[config.mk]
export PLATFORM = sky130hd
export DESIGN_NAME = ptc_timer
export DESIGN_NICKNAME = d
export VERILOG_FILES = /design/src/core/ptc_pkg.sv /design/src/core/ptc_timer.sv
export SDC_FILE = /design/constraint.sdc
export NUM_CORES = 1
export LEC_CHECK = 0
export ABC_CLOCK_PERIOD_IN_PS = 3150
export BUFFER_PORTS_ARGS = -buffer_cell sky130_fd_sc_hd__buf_2
export CAP_MARGIN = 15
export CORE_AREA = 5 5 93 117
export CTS_CLUSTER_SIZE = 8
export DETAILED_ROUTE_END_ITERATION = 8
export DIE_AREA = 0 0 98 122
export GPL_TIMING_DRIVEN = 1
export MAX_ROUTING_LAYER = met4
export PLACE_DENSITY_LB_ADDON = 0.3
export SLEW_MARGIN = 20
export SYNTH_ARGS = -nofsm -noshare
export SYNTH_HDL_FRONTEND = slang
export SYNTH_SLANG_ARGS = --single-unit
[constraint.sdc]
create_clock -name clock_i -period 3.15 [get_ports clock_i]
set_input_delay 0.1575 -clock clock_i [delete_from_list [all_inputs] [get_ports clock_i]]
set_output_delay 0.1575 -clock clock_i [all_outputs]
set_load 0.03 [all_outputs]
[src/core/ptc_pkg.sv]
// Package: register map, field layout and modes of the periodic timer with pulse and capture
package ptc_pkg;
	localparam int unsigned ADDR_W   = 8;
	localparam int unsigned CNT_W    = 10;
	localparam int unsigned PRE_W    = 7;

	// Register byte offsets
	localparam logic [7:0] OFF_CTRL   = 8'h00;
	localparam logic [7:0] OFF_COMPARE_A_VALUE   = 8'h04;
	localparam logic [7:0] OFF_PERIOD_COMPARE_VALUE   = 8'h08;
	localparam logic [7:0] OFF_COUNT  = 8'h0C;
	localparam logic [7:0] OFF_STATUS = 8'h10;

	// timer_control_one field positions
	localparam int unsigned CTRL_RUN   = 0;
	localparam int unsigned CTRL_MODE  = 1;
	localparam int unsigned CTRL_PINF  = 3;
	localparam int unsigned CTRL_CCLR  = 5;
	localparam int unsigned CTRL_CAPTS = 6;
	localparam int unsigned CTRL_OC    = 7;
	localparam int unsigned CTRL_POL   = 8;
	localparam int unsigned CTRL_PSEL  = 9;

	// Status flag positions, write one to clear
	localparam int unsigned STAT_A = 0;
	localparam int unsigned STAT_P = 1;

	localparam logic [31:0] RST_REG   = 32'h0000_0000;
	localparam logic [1:0]  RESP_OK   = 2'h0;
	localparam logic [1:0]  RESP_ERR  = 2'h2;

	// Pin function codes
	localparam logic [1:0] PIN_00     = 2'h0;
	localparam logic [1:0] PIN_01     = 2'h1;
	localparam logic [1:0] PIN_10     = 2'h2;
	localparam logic [1:0] PIN_SINGLE = 2'h3;

	typedef enum logic [1:0] {
		PTC_MODE_CMP = 2'b00,
		PTC_MODE_CAP = 2'b01,
		PTC_MODE_PWM = 2'b10,
		PTC_MODE_TMR = 2'b11
	} ptc_mode_e;
endpackage

[src/core/ptc_timer.sv]
// Top module: 10-bit periodic timer with PWM, single pulse and capture modes behind AXI4-Lite
// Contract
// - PWM: period match clears counter; period 1..1023 counts that many, zero gives 1024
// - PWM: duty from compare A; compare A at or above period gives full duty
// - PWM counting and compares keep running with pin function 00 or 01
// - PWM: clear-select bit has no effect, period comparator always clears
// - Single pulse: run bit rising starts counter and gives pulse leading edge
// - Single pulse: active external clock pin edge sets run bit automatically
// - Pulse trailing edge whenever run bit clears, by software or compare A
// - Single pulse: compare A match clears run bit, setting pulse width
// - Single pulse: compare A match raises the timer interrupt request
// - Single pulse: counter resets to zero only on run bit rising edge
// - Single pulse: period value and clear-select bit ignored
// - Capture: counter starts when run bit rises
// - Capture: active edge copies counter into compare A and raises interrupt
// - Capture: counter free-runs until run bit falls
// - Capture: period match resets counter and raises interrupt
// - Capture: period value zero gives full 10-bit range
// - Capture: pin function picks edge; 11 disables capture, counter still runs
// - Capture: clear-select, initial level and polarity bits have no effect
// - Capture still happens on the pin even when it is driven as an output
// - PWM: polarity bit inverts the waveform on the output pin
// - PWM: pin function enables waveform or forces pin fixed low or high
module ptc_timer (
	input  wire logic                        clock_i,
	input  wire logic                        rstn_i,
	input  wire logic                        external_clock_pin_i,
	input  wire logic                        capture_input_pin_i,
	output logic                             timer_out_o,
	output logic                             timer_irq_o,
	input  wire logic [ptc_pkg::ADDR_W-1:0]  s_axi_awaddr,
	input  wire logic                        s_axi_awvalid,
	output logic                             s_axi_awready,
	input  wire logic [31:0]                 s_axi_wdata,
	input  wire logic [3:0]                  s_axi_wstrb,
	input  wire logic                        s_axi_wvalid,
	output logic                             s_axi_wready,
	output logic [1:0]                       s_axi_bresp,
	output logic                             s_axi_bvalid,
	input  wire logic                        s_axi_bready,
	input  wire logic [ptc_pkg::ADDR_W-1:0]  s_axi_araddr,
	input  wire logic                        s_axi_arvalid,
	output logic                             s_axi_arready,
	output logic [31:0]                      s_axi_rdata,
	output logic [1:0]                       s_axi_rresp,
	output logic                             s_axi_rvalid,
	input  wire logic                        s_axi_rready
);
	import ptc_pkg::*;

	typedef struct packed {
		logic             run;
		ptc_mode_e        mode;
		logic [1:0]       pinf;
		logic             cclr;
		logic             capts;
		logic             oc;
		logic             pol;
		logic [2:0]       psel;
		logic [CNT_W-1:0] compare_a_value;
		logic [CNT_W-1:0] period_compare_value;
		logic [CNT_W-1:0] cnt;
		logic [PRE_W-1:0] presc;
		logic             run_prev;
		logic             ext_prev;
		logic             cap_prev;
		logic [1:0]       flags;
		logic             out;
		logic             irq;
		logic             aw_have;
		logic [ADDR_W-1:0] aw_addr;
		logic             w_have;
		logic [31:0]      w_data;
		logic [3:0]       w_strb;
		logic             bvalid;
		logic [1:0]       bresp;
		logic             rvalid;
		logic [31:0]      rdata;
		logic [1:0]       rresp;
	} ptc_state_s;

	ptc_state_s       s_q;
	ptc_state_s       s_d;
	logic [31:0]      wmask;
	logic [PRE_W-1:0] pre_mask;
	logic             tick;
	logic             running;
	logic             run_rise;
	logic             pmatch;
	logic             amatch;
	logic             is_pwm;
	logic             is_sp;
	logic             is_cap;
	logic             ext_rise;
	logic             src_now;
	logic             src_prev;
	logic             cap_hit;
	logic             full_duty;
	logic             wave;
	logic             wr_fire;

	// Byte enables widened to a bit mask
	genvar gi;
	generate
		for (gi = 0; gi < 4; gi++) begin : g_mask
			assign wmask[gi*8 +: 8] = {8{s_q.w_strb[gi]}};
		end
	endgenerate

	// Prescaler divides the system clock by 2 to the power psel
	assign pre_mask = PRE_W'(7'h7F >> (3'd7 - s_q.psel));
	assign tick     = (s_q.presc & pre_mask) == pre_mask;
	assign running  = s_q.run & s_q.run_prev;
	assign run_rise = s_q.run & ~s_q.run_prev;
	// Match one below the period value; zero wraps to 1023, giving 1024 counts
	assign pmatch   = s_q.cnt == (s_q.period_compare_value - 10'h001);
	assign amatch   = s_q.cnt == s_q.compare_a_value;
	assign is_pwm   = (s_q.mode == PTC_MODE_PWM) && (s_q.pinf != PIN_SINGLE);
	assign is_sp    = (s_q.mode == PTC_MODE_PWM) && (s_q.pinf == PIN_SINGLE);
	assign is_cap   = s_q.mode == PTC_MODE_CAP;
	assign ext_rise = external_clock_pin_i & ~s_q.ext_prev;
	// The pin is sampled whatever its direction, so an output pin still captures
	assign src_now  = s_q.capts ? external_clock_pin_i : capture_input_pin_i;
	assign src_prev = s_q.capts ? s_q.ext_prev : s_q.cap_prev;
	assign wr_fire  = s_q.aw_have & s_q.w_have & ~s_q.bvalid;
	assign full_duty = (s_q.period_compare_value != 10'h000) && (s_q.compare_a_value >= s_q.period_compare_value);
	assign wave      = full_duty | (s_q.cnt < s_q.compare_a_value);

	always_comb begin
		cap_hit = 1'b0;
		if (is_cap) begin
			case (s_q.pinf)
				PIN_00:  cap_hit = src_now & ~src_prev;
				PIN_01:  cap_hit = ~src_now & src_prev;
				PIN_10:  cap_hit = src_now ^ src_prev;
				default: cap_hit = 1'b0;
			endcase
		end
	end

	always_comb begin
		logic [31:0] ctrl_rd;
		logic [31:0] merged;
		ctrl_rd = RST_REG;
		merged  = RST_REG;
		s_d     = s_q;
		s_d.irq = 1'b0;
		s_d.presc    = s_q.presc + 7'h01;
		s_d.run_prev = s_q.run;
		s_d.ext_prev = external_clock_pin_i;
		s_d.cap_prev = capture_input_pin_i;

		ctrl_rd[CTRL_RUN]        = s_q.run;
		ctrl_rd[CTRL_MODE +: 2]  = s_q.mode;
		ctrl_rd[CTRL_PINF +: 2]  = s_q.pinf;
		ctrl_rd[CTRL_CCLR]       = s_q.cclr;
		ctrl_rd[CTRL_CAPTS]      = s_q.capts;
		ctrl_rd[CTRL_OC]         = s_q.oc;
		ctrl_rd[CTRL_POL]        = s_q.pol;
		ctrl_rd[CTRL_PSEL +: 3]  = s_q.psel;

		// Write channels are taken independently and held until both are present
		if (s_axi_awvalid && !s_q.aw_have) begin
			s_d.aw_have = 1'b1;
			s_d.aw_addr = s_axi_awaddr;
		end
		if (s_axi_wvalid && !s_q.w_have) begin
			s_d.w_have = 1'b1;
			s_d.w_data = s_axi_wdata;
			s_d.w_strb = s_axi_wstrb;
		end
		if (s_q.bvalid && s_axi_bready) begin
			s_d.bvalid = 1'b0;
		end
		if (wr_fire) begin
			s_d.aw_have = 1'b0;
			s_d.w_have  = 1'b0;
			s_d.bvalid  = 1'b1;
			s_d.bresp   = RESP_OK;
			if (s_q.aw_addr == OFF_CTRL) begin
				merged    = (ctrl_rd & ~wmask) | (s_q.w_data & wmask);
				s_d.run   = merged[CTRL_RUN];
				s_d.mode  = ptc_mode_e'(merged[CTRL_MODE +: 2]);
				s_d.pinf  = merged[CTRL_PINF +: 2];
				s_d.cclr  = merged[CTRL_CCLR];
				s_d.capts = merged[CTRL_CAPTS];
				s_d.oc    = merged[CTRL_OC];
				s_d.pol   = merged[CTRL_POL];
				s_d.psel  = merged[CTRL_PSEL +: 3];
			end else if (s_q.aw_addr == OFF_COMPARE_A_VALUE) begin
				merged   = ({22'h0, s_q.compare_a_value} & ~wmask) | (s_q.w_data & wmask);
				s_d.compare_a_value = merged[CNT_W-1:0];
			end else if (s_q.aw_addr == OFF_PERIOD_COMPARE_VALUE) begin
				merged   = ({22'h0, s_q.period_compare_value} & ~wmask) | (s_q.w_data & wmask);
				s_d.period_compare_value = merged[CNT_W-1:0];
			end else if (s_q.aw_addr == OFF_STATUS) begin
				if (s_q.w_strb[0]) begin
					s_d.flags = s_q.flags & ~s_q.w_data[1:0];
				end
			end else if (s_q.aw_addr != OFF_COUNT) begin
				s_d.bresp = RESP_ERR;
			end
		end

		if (s_q.rvalid && s_axi_rready) begin
			s_d.rvalid = 1'b0;
		end
		if (s_axi_arvalid && !s_q.rvalid) begin
			s_d.rvalid = 1'b1;
			s_d.rresp  = RESP_OK;
			s_d.rdata  = RST_REG;
			if (s_axi_araddr == OFF_CTRL) begin
				s_d.rdata = ctrl_rd;
			end else if (s_axi_araddr == OFF_COMPARE_A_VALUE) begin
				s_d.rdata = {22'h0, s_q.compare_a_value};
			end else if (s_axi_araddr == OFF_PERIOD_COMPARE_VALUE) begin
				s_d.rdata = {22'h0, s_q.period_compare_value};
			end else if (s_axi_araddr == OFF_COUNT) begin
				s_d.rdata = {22'h0, s_q.cnt};
			end else if (s_axi_araddr == OFF_STATUS) begin
				s_d.rdata = {30'h0, s_q.flags};
			end else begin
				s_d.rresp = RESP_ERR;
			end
		end

		// Hardware events come after software so they win a same-cycle conflict
		// The clear-select bit is not read anywhere in these modes
		if (run_rise) begin
			s_d.cnt = 10'h000;
		end else if (running && tick) begin
			if (is_sp) begin
				if (amatch) begin
					s_d.run          = 1'b0;
					s_d.irq          = 1'b1;
					s_d.flags[STAT_A] = 1'b1;
				end else begin
					s_d.cnt = s_q.cnt + 10'h001;
				end
			end else begin
				if (pmatch) begin
					s_d.cnt = 10'h000;
				end else begin
					s_d.cnt = s_q.cnt + 10'h001;
				end
				if (pmatch && (is_pwm || is_cap)) begin
					s_d.irq           = 1'b1;
					s_d.flags[STAT_P] = 1'b1;
				end
				if (amatch && is_pwm) begin
					s_d.irq           = 1'b1;
					s_d.flags[STAT_A] = 1'b1;
				end
			end
		end

		if (cap_hit) begin
			s_d.compare_a_value          = s_q.cnt;
			s_d.irq           = 1'b1;
			s_d.flags[STAT_A] = 1'b1;
		end
		if (is_sp && ext_rise && !s_q.run) begin
			s_d.run = 1'b1;
		end

		// Output pin level; capture and timer modes leave the pin low
		s_d.out = 1'b0;
		if (is_pwm) begin
			case (s_q.pinf)
				PIN_00:  s_d.out = 1'b0;
				PIN_01:  s_d.out = 1'b1;
				default: s_d.out = s_q.pol ^ (wave ? s_q.oc : ~s_q.oc);
			endcase
		end else if (is_sp) begin
			s_d.out = s_q.pol ^ (s_q.run ? s_q.oc : ~s_q.oc);
		end
	end

	always_ff @(posedge clock_i or negedge rstn_i) begin
		if (!rstn_i) begin
			s_q <= '0;
		end else begin
			s_q <= s_d;
		end
	end

	assign timer_out_o   = s_q.out;
	assign timer_irq_o   = s_q.irq;
	assign s_axi_awready = ~s_q.aw_have;
	assign s_axi_wready  = ~s_q.w_have;
	assign s_axi_bvalid  = s_q.bvalid;
	assign s_axi_bresp   = s_q.bresp;
	assign s_axi_arready = ~s_q.rvalid;
	assign s_axi_rvalid  = s_q.rvalid;
	assign s_axi_rdata   = s_q.rdata;
	assign s_axi_rresp   = s_q.rresp;
endmodule // ptc_timer
== Word level (Yosys, flattened, before mapping) ==
Cells that the tools add are included.
Operators by class
  reduce and logical (&&, ||, !) cells: 33
  muxes and demuxes: 70
  equality and inequality tests: 19
  shift-type cells: 1
  $lt $le $gt $ge: 2
  bitwise gates (word level): 33
  add/sub/neg operators: 4
Operators by type and width (number)
  $mux 10: 12
  $mux 32: 2
  $mux 2: 19
  $mux 37: 1
  $mux 35: 1
  $mux 1: 29
  $and 12x12->12: 2
  $eq 8x4->1 const B: 3
  $and 10x10->10: 2
  $eq 10x10->1: 2
  $mux 20: 1
  $or 10x10->10: 2
  $eq 8x3->1 const B: 2
  $eq 8x5->1 const B: 2
  $logic_not 8->1: 2
  $reduce_bool 2->1: 7
  $logic_and 1x1->1: 13
  $mux 12: 1
  $not 12->12: 1
  $or 12x12->12: 1
  $not 1->1: 11
  $add 10x1->10 const B: 1
  $ge 10x10->1: 1
  $lt 10x10->1: 1
  other kinds (27): 43
Storage, ports and cells
  output and inout bits: 43
  register bits: 140
  logic and storage cells: 190
  bits of input ports: 61

== Depth between registers and ports, before layout ==
Gate-level depths: netlist of the first run.
  depth in word-level cells: 13
  mapped depth: 10
  depth with buffers taken out: 9

== Worst setup path after synthesis of the first run ==
No wires, ideal clock.
  kind: register -> register
  start: register with a tool-made name
  end: register s_q[104] (netlist name)
  setup time: 0.123 ns
  required time: 3.027 ns
  arrival: 2.035 ns
  slack: 0.992 ns
  stages on the path, launching flop included: 9
  clock period less this slack: 2.158 ns
  buffers on the path: 0
  cells stage by stage: dfrtp_1 > inv_1 > ha_1 > nor4b_4 > nand3_2 > a311oi_2 > o21ai_2 > a221o_1 > o221a_1
RTL lines
  to (signal assigned): RTL line ptc_timer.sv:281  | s_q <= '0;
  to (signal assigned): RTL line ptc_timer.sv:283  | s_q <= s_d;
  to (decl): RTL line ptc_timer.sv:82  | ptc_state_s s_q;

==> impl_metrics.ini, run 1 <==
[place]
pre_cts_ws_ps = 582
dp.cells = 711
placed_area_um2 = 5980
io_buffers = 59
place_congestion = 0.908
dpl.hpwl_um = 9360

[finish]
finalNetCount = 684
fin_area_um2 = 6330
stdcell_count = 732
area.growth.synth_to_final_pct = 9.86
drive_above_1_share_pct = 24.0
antenna_cells = 0

[clocking]
htreeDepth = 3
clock_path_buffers = 2
post-cts-setup-buffer-count = 0
cts.clk_slew.worst_paths_ps = 60
cts_tree = done
cts_sinks = 96
cts_root_buf = clkbuf_16
cts_made_buffers = 9
clkLatencyLatePin_ps = 350
cts_resized = 0

[floorplanning]
coreArea_um2 = 9800
io_pins = 104
die_w_um = 98
rows = 41
start_util_pct = 58.8
die_y_um = 122
die_area_um2 = 12000

[routing]
vias = 4190
dr.pass1.iters = 4
drt_wl_total_um = 12500
drc = 0
wl_per_cell_um = 17.1
drtIter0Drc = 252
drt-vias-per-instance = 5.72
final_antenna_net_count = 0

[min_path]
holdPathStages = 2
hold_class = in -> reg

[synthesis]
yosys.area.top_type = dfrtp_1
netlist_area_um2 = 5760
synth-adder-area-share_pct = 5.43
muxShareOfSynthArea_pct = 15.3
async_flop_share_pct = 100
synth_edf_count = 0
synth_compound_area_share_pct = 10.7
syn_inst = 557
synth_top_cell_area_share_pct = 41.7
synth_top_flop_cell = dfrtp_1
yosysWarnings = 0
avgSynthCellArea_um2 = 10.3
synth_top_family_by_area = multiplexers
synth_area_leaders = dfrtp_1 42%, mux2_2 8.4%, ha_1 5.4%
yosys.area_share.simple_pct = 15.1
synth_cell_types = 67
ys_seq_area_share_pct = 41.7
synth-xor-area-share_pct = 2.74
ys_ff_latch = 96

[global_routing]
overflow = 0
grt_pass1_vias = 4279
track_usage_pct = 22.9
grt_max_degree = 65
antenna_found_initial = 0
grt_pass1_wl_um = 21000

[timing]
grt_setup_unrepaired = no
fin_crit_sh_pct = 82.4
fin_skew_ps = 8.79
maxSlewHeadroom_pct = 46.3
tns_ps = 0
worstMarginPinSlew_ps = 805
period_minus_slack_ps = 2600
worst_slack_ps = 555
timing.final.max_slew_violations = 0
hold_viol_final = 0
max_freq_mhz = 385
finalSetupViolCount = 0

[power_and_ir_drop]
leakagePower_nw = 3.14
powerDensity_nw_per_um2 = 732
peakVddDrop_v = 0.000522

[worst_setup_path]
worstSetupPathType = reg -> reg
crit_path_start_kind = register
setup.worst_path.end = s_q[103]
r2r-end = s_q[103]
worstSetupEndpointType = register
cp.required_ps = 3350
r2r_slack_ps = 550
crit_fanout = 9
arrival_ps = 2790
ff2ff_path_depth = 8

[job]
maxCapViolCount = 0

[outcome]
status = finished clean
-- synthesized netlist by cell type, drive strengths merged, types with 3 or more instances --
cell / instances
inv: 36
clkbuf: 18
nor3: 10
a21oi: 8
nor2: 14
nand4b: 6
nand4: 6
ha: 25
mux2i: 22
nand2b: 4
nand2: 61
and3: 8
xor2: 4
o32a: 3
mux4: 8
mux2: 43
o21a: 4
nor2b: 9
xnor2: 14
a211oi: 7
buf: 44
o21ai: 33
a21o: 6
dfrtp: 96
nor4: 3
nand3: 25
-- where the power goes --
| group | internal [mW] | switching, mW |
|---|---|---|
| Combinational | 0.727 | 0.820 |
| Sequential | 1.53 | 0.441 |
| Clock | 0.640 | 0.472 |
-- kinds of logic after synthesis --
group / Yosys count
DFF: 96
muxes: 73
other: 1
buffers and inverters: 98
AOI/OAI and AO/OA: 88
xor gates and xnor gates: 18
and+or+nand+nor: 158
adders and majority gates: 25
-- cells in the final DEF, fill, tap and decap left out, types with 3 or more instances in the layout --
master and instances:
xor2_1 4, a21o_1 6, mux2i_1 22, nor3_1 8
nor2_1 14, a21oi_1 8, mux4_2 8, xnor2_1 14
inv_1 36, nand3_1 23, nand4_1 6, nand2b_1 4
o32a_1 3, ha_1 25, buf_4 8, dfrtp_1 96
nand4b_1 5, nand2_1 61, mux2_2 43, clkbuf_16 9
buf_2 58, dlygate4sd3_1 5, and3_1 8, o21ai_0 30
a211oi_1 7, o21a_1 4, nor2b_1 9, conb_1 22
-- worst min-delay path by stage --
stage / start / endpoint
final: s_axi_awvalid / s_q[83]
after global routing: s_axi_awvalid / s_q[83]
after CTS: s_axi_awvalid / s_q[83]
after detailed placement: capture_input_pin_i / s_q[88]
after global placement: capture_input_pin_i / s_q[88]
after floorplan: rstn_i / asynchronous set/reset pin
-- area by class of cell --
cell class | instances | area [um^2]
fillers | 821 | 3470
multi-input cells | 384 | 2930
flip-flops and latches | 96 | 2400
repair buffers | 71 | 400
clock buffers | 10 | 239
well taps | 129 | 161
inverters | 36 | 135
clock inverters | 6 | 65.1
-- critical path: stages, from the launching register on --
cell and delay, ps:
dfrtp_1 470, inv_1 110, ha_1 260, nor4b_4 430, nand3_2 190, a311oi_2 240, o21ai_2 110, a221oi_4 470
a211oi_1 150
-- routing by layer --
metal / share of wire (%) / track usage (%) / wire [um]
met1: 42 / 27.5 / 5280
met2: 50 / 39.0 / 6280
met3: 6.0 / 4.07 / 744
met4: 1.5 / 7.79 / 190
met5: 0 / - / 0
-- metrics by stage --
step | hold slack, ps | utilization, % | total power, mW
final | 23.8 | 64.6 | 4.63
after global placement | 282 | 61.0 | 3.44
after global routing | 32.5 | 64.6 | 4.93
after detailed placement | 289 | 61.0 | 3.52
after CTS | 13.6 | 64.6 | 4.65
after floorplan | -138 | - | 3.14
-- what timing repair did --
item,in CTS,in global routing
setup endpoints to repair,0,0
endpoints found under the hold margin,66,0
hold buffers,5,0
Power figures use the tool's default switching activity.
==> run 2: changes to the inputs <==
- ABC_CLOCK_PERIOD_IN_PS: 3150 -> 2600
- CORE_AREA: 5 5 93 117 -> 5 5 96 121
- DIE_AREA: 0 0 98 122 -> 0 0 101 126
- clock period: 3.15 -> 2.6 ns (I/O delays scaled with it)
==> run 2 against run 1 <==
Compared with the run above:
- sequential cell count did not move
- sequential share of layout area shrank 0.71 points
- wire length is 2.1% higher
- worst setup slack lost 380 ps
- cell area is 1.9% higher
- count of clock-buffer cells in the layout grew 1
- first-iteration DRC count rose by 19%
- die area rose by 6.4%
- maximum frequency up 6.9%
- total power rose by 23%
- largest cell class unchanged
==> impl_metrics.ini, run 2 (synthesis gave the netlist of run 1 again) <==
[outcome]
status = finished clean

[routing]
wl_per_cell_um = 17.0
drc = 0
final_antenna_net_count = 0
dr.pass1.iters = 4
drt-vias-per-instance = 5.74
drtIter0Drc = 300
vias = 4294
drt_wl_total_um = 12700

[place]
dp.cells = 726
placed_area_um2 = 6080
io_buffers = 59
place_congestion = 0.946
dpl.hpwl_um = 9770

[timing]
fin_skew_ps = 10.3
tns_ps = 0
worstMarginPinSlew_ps = 717
grt_setup_unrepaired = no
finalSetupViolCount = 0
maxSlewHeadroom_pct = 52.1
period_minus_slack_ps = 2430
timing.final.max_slew_violations = 0
hold_slack_ps = 15.3
hold_viol_final = 0
fin_crit_sh_pct = 93.3
max_freq_mhz = 412

[finish]
antenna_cells = 0
final_cell_mix = 96 x dfrtp_1, 61 x nand2_1, 58 x buf_2
fillCellCount = 842
layout_commonest_cell = dfrtp_1
finalNetCount = 699
stdcell_count = 748
area.growth.synth_to_final_pct = 11.9
multi_input_area_um2 = 2930
regArea_um2 = 2400
fin_area_um2 = 6450
drive_above_1_share_pct = 25.0

[job]
maxCapViolCount = 0

[clocking]
cts_tree = done
htreeDepth = 3
clkLatencyLatePin_ps = 350
cts_sinks = 96
cts.clk_slew.worst_paths_ps = 70
cts_made_buffers = 9
clock_path_buffers = 2
cts_root_buf = clkbuf_16

[power_and_ir_drop]
total_power_mw = 5.68
peakVddDrop_v = 0.000548
leakagePower_nw = 3.19
powerDensity_nw_per_um2 = 880

[global_routing]
overflow = 0
track_usage_pct = 21.7
grt_max_degree = 53
antenna_found_initial = 0
grt_pass1_vias = 4363
grt_pass1_wl_um = 21200

[floorplanning]
rows = 42
die_w_um = 101
die_y_um = 126
io_pins = 104
start_util_pct = 55.7
die_area_um2 = 12700
coreArea_um2 = 10400

[worst_setup_path]
worstSetupEndpointType = register
arrival_ps = 2660
crit_path_start_kind = register
worstSetupPathType = reg -> reg
cp.required_ps = 2830
worstPathCellList = inv_1, ha_1, nor4b_4, a31oi_1, a32oi_1, o21ai_1, a221o_1, o221a_1
crit_fanout = 6
slowest_stage = nor4b_4
slowest_delay_ps = 400

[min_path]
hold_class = in -> reg
run 2: worst paths after layout:
kind                       cells after the start  slack [ps]       end           start
setup / recovery                               8         170  s_q[104]        register
hold / removal                                 2          20   s_q[38]  s_axi_wstrb[0]
setup reg to reg                               8         170  s_q[104]        register
hold reg to reg                                1         460   s_q[91]         s_q[91]
max in group asynchronous                      3        1550  s_q[118]          rstn_i
min in group asynchronous                      2         370   s_q[45]          rstn_i
run 2: worst max-delay path: cells and delay by family (launching register included):
kind	cells	cell delay [ps]
AO/OA/AOI/OAI	5	1190
flip-flops	1	380
AND/OR/NAND/NOR	1	400
buffers and inverters	1	90
adder cells (fa/ha/maj)	1	270
run 2: report_power, final:
| group | internal, mW | total [mW] | switching, mW | leakage (nW) |
|---|---|---|---|---|
| sequential | 1.86 | 2.25 | 0.389 | 1.18 |
| combinational | 0.994 | 2.16 | 1.17 | 1.89 |
| clock | 0.735 | 1.27 | 0.535 | 0.128 |
run 2: per-layer routing:
metal  global-route usage [%]  part of all wire (%)  vias to the layer above
met3                     2.49                   7.1                       26
met2                     35.6                    50                      162
li1                         -                     -                     2030
met1                     26.9                    41                     2076
met4                     9.47                   2.6                        0
met5                        -                     0                        -
run 2: area by class of cell:
class                           instances  area share [%]
Sequential cell                        96            37.2
Clock buffer                           11            3.61
Inverter                               36            2.09
Tap cell                              132            2.56
Timing Repair Buffer                   86            8.42
Multi-Input combinational cell        384            45.4
Clock inverter                          3           0.698
run 2: stage by stage:
step | utilization [%] | setup slack, ps
3_5_place_dp | 58.8 | 103
5_1_grt | 62.3 | 74.0
6_report | 62.3 | 173
3_3_place_gp | 58.8 | 255
2_1_floorplan | - | 442
4_1_cts | 62.1 | 99.6
run 2: what timing repair did:
item                                    CTS  global route
endpoints found under the setup margin    0             9
hold buffers                              7             0
resized for setup                         0             0
setup buffers                             0             1
hold endpoints to repair                 57             0
==> run 3: changes to the inputs <==
- BUFFER_PORTS_ARGS: -buffer_cell sky130_fd_sc_hd__buf_2 -> -buffer_cell sky130_fd_sc_hd__buf_4
==> run 3 against run 2 <==
Compared with the run above:
- global-route usage is 0.88 points higher
- non-clock buffer count is 9 higher
- register-to-register slack worse by 30 ps
- cell area is 3.7% higher
- total power is 3.1% higher
- sequential cell count stayed put
- clock power is 6% higher
- sequential power hardly changed
- critical path depth is 1 lower
- first-iteration DRC count is 37% higher
- count of clock-buffer cells in the layout is 1 lower
- highest routed layer unchanged
==> impl_metrics.ini, run 3 (synthesis gave the netlist of run 1 again) <==
[clocking]
clkLatencyLatePin_ps = 360
htreeDepth = 3
clock_path_buffers = 2
cts.clk_slew.worst_paths_ps = 70
cts_tree = done
cts_made_buffers = 9
cts_root_buf = clkbuf_16
cts_sinks = 96

[global_routing]
overflow = 0
track_usage_pct = 22.5
grt_pass1_wl_um = 21900
grt_pass1_vias = 4430
antenna_found_initial = 0
grt_max_degree = 96

[place]
io_buffers = 59
place_congestion = 0.932
dpl.hpwl_um = 9960

[worst_setup_path]
cp.required_ps = 2820
worstSetupPathType = reg -> reg
slowest_stage = a2111oi_0
slowest_delay_ps = 530
arrival_ps = 2670
crit_fanout = 6
crit_path_start_kind = register
worstPathCellList = inv_1, ha_1, nor4b_4, nand3_2, o32a_1, a2111oi_0, nor3b_1
worstSetupEndpointType = register

[finish]
utilization_pct = 64.6
final_cell_mix = 96 x dfrtp_1, 81 x buf_4, 61 x nand2_1
fillCellCount = 832
finalNetCount = 708
antenna_cells = 0
layout_commonest_cell = dfrtp_1
multi_input_area_um2 = 2930
regArea_um2 = 2400
drive_above_1_share_pct = 25.7
area.growth.synth_to_final_pct = 16.1

[timing]
max_freq_mhz = 408
maxSlewHeadroom_pct = 54.0
tns_ps = 0
worstMarginPinSlew_ps = 689
timing.final.max_slew_violations = 0
hold_viol_final = 0
finalSetupViolCount = 0
fin_skew_ps = 10.2
grt_setup_unrepaired = no
period_minus_slack_ps = 2450
fin_crit_sh_pct = 94.3

[power_and_ir_drop]
powerDensity_nw_per_um2 = 875
p_clk_share_pct = 23.1
peakVddDrop_v = 0.000684
p_comb_share_pct = 38.3
power_switching_mw = 2.18
seqPwrFrac_pct = 38.6
sw_frac_of_total_pct = 37.2
p_int_mw = 3.68
leakagePower_nw = 3.29

[floorplanning]
rows = 42
die_y_um = 126
start_util_pct = 55.7
io_pins = 104
die_area_um2 = 12700
die_w_um = 101
coreArea_um2 = 10400

[routing]
drt_wl_total_um = 13300
vias = 4334
wl_per_cell_um = 17.6
drc = 0
drtIter0Drc = 411
drt-vias-per-instance = 5.71
dr.pass1.iters = 5
final_antenna_net_count = 0

[job]
maxCapViolCount = 0

[min_path]
hold_class = in -> reg

[outcome]
status = finished clean
==> run 3: changes by cell type in the layout (fill, tap and decap cells not counted), sizes merged <==
cell / before / now
buf: 79 / 82
clkbuf: 11 / 10
clkinv: 0 / 2
clkinvlp: 2 / 1
dlygate4sd3: 7 / 13
inv: 36 / 38
==> run 3: cell type report <==
| type | instances | share of cell area, % |
|---|---|---|
| flip-flops and latches | 96 | 35.9 |
| well taps | 132 | 2.47 |
| repair buffers | 95 | 11.3 |
| clock buffers | 10 | 3.57 |
| multi-input cells | 384 | 43.7 |
| inverters | 36 | 2.02 |
| clock inverters | 6 | 0.972 |
==> run 3: through the flow <==
step | power, mW | cell area [um^2] | hold slack [ps] | cells | worst slack (ps)
2_1_floorplan | 3.80 | 5840 | -166 | 578 | 442
3_3_place_gp | 4.36 | 6240 | -77.7 | 728 | 256
3_5_place_dp | 4.49 | 6240 | -77.5 | 728 | 121
4_1_cts | 5.87 | 6620 | 0.00816 | 751 | 137
5_1_grt | 6.23 | 6690 | 0.962 | 759 | 31.5
6_report | 5.86 | 6690 | 5.70 | 759 | 147
==> run 3: critical path, delay by kind of cell, from the launching register on <==
kind                       cells  cell delay, ps
AOI/OAI and AO/OA              2             860
and+or+nand+nor                3             720
DFF                            1             380
adders and majority gates      1             280
buffers and inverters          1              80
==> run 3: power groups by stage <==
stage | Sequential (mW) | Combinational [mW] | Clock (mW)
after floorplan | 2.18 | 1.62 | 0
after global placement | 2.25 | 2.11 | 0
after detailed placement | 2.28 | 2.21 | 0
after CTS | 2.26 | 2.23 | 1.37
after global routing | 2.32 | 2.47 | 1.44
final | 2.26 | 2.25 | 1.35
==> run 3: repair_timing <==
item	4_1_cts	5_1_grt
gates resized for setup	0	0
hold endpoints to repair	102	6
setup buffers	0	2
endpoints found under the setup margin	0	9
hold buffers	7	6
==> run 3: per-layer routing <==
layer	part of all wire, %	routed length, um	vias to the layer above	GRT usage, %
met5	0	0	-	-
met4	1.8	236	0	6.81
met3	6.3	847	21	5.03
met2	51	6770	144	38.0
met1	41	5490	2127	26.9
li1	-	-	2042	-
==> run 3: worst paths after layout <==
kind | start | end | slack, ps | cells past startpoint
worst max register to register | register | timer_out_o | 150 | 7
worst min register to register | s_q[97] | s_q[97] | 470 | 1
max in group asynchronous | rstn_i | s_axi_rdata[1] | 1810 | 3
worst min-delay path | s_axi_awaddr[5] | s_q[80] | 6 | 2
min in group asynchronous | rstn_i | s_q[46] | 100 | 2
worst max-delay path | register | timer_out_o | 150 | 7
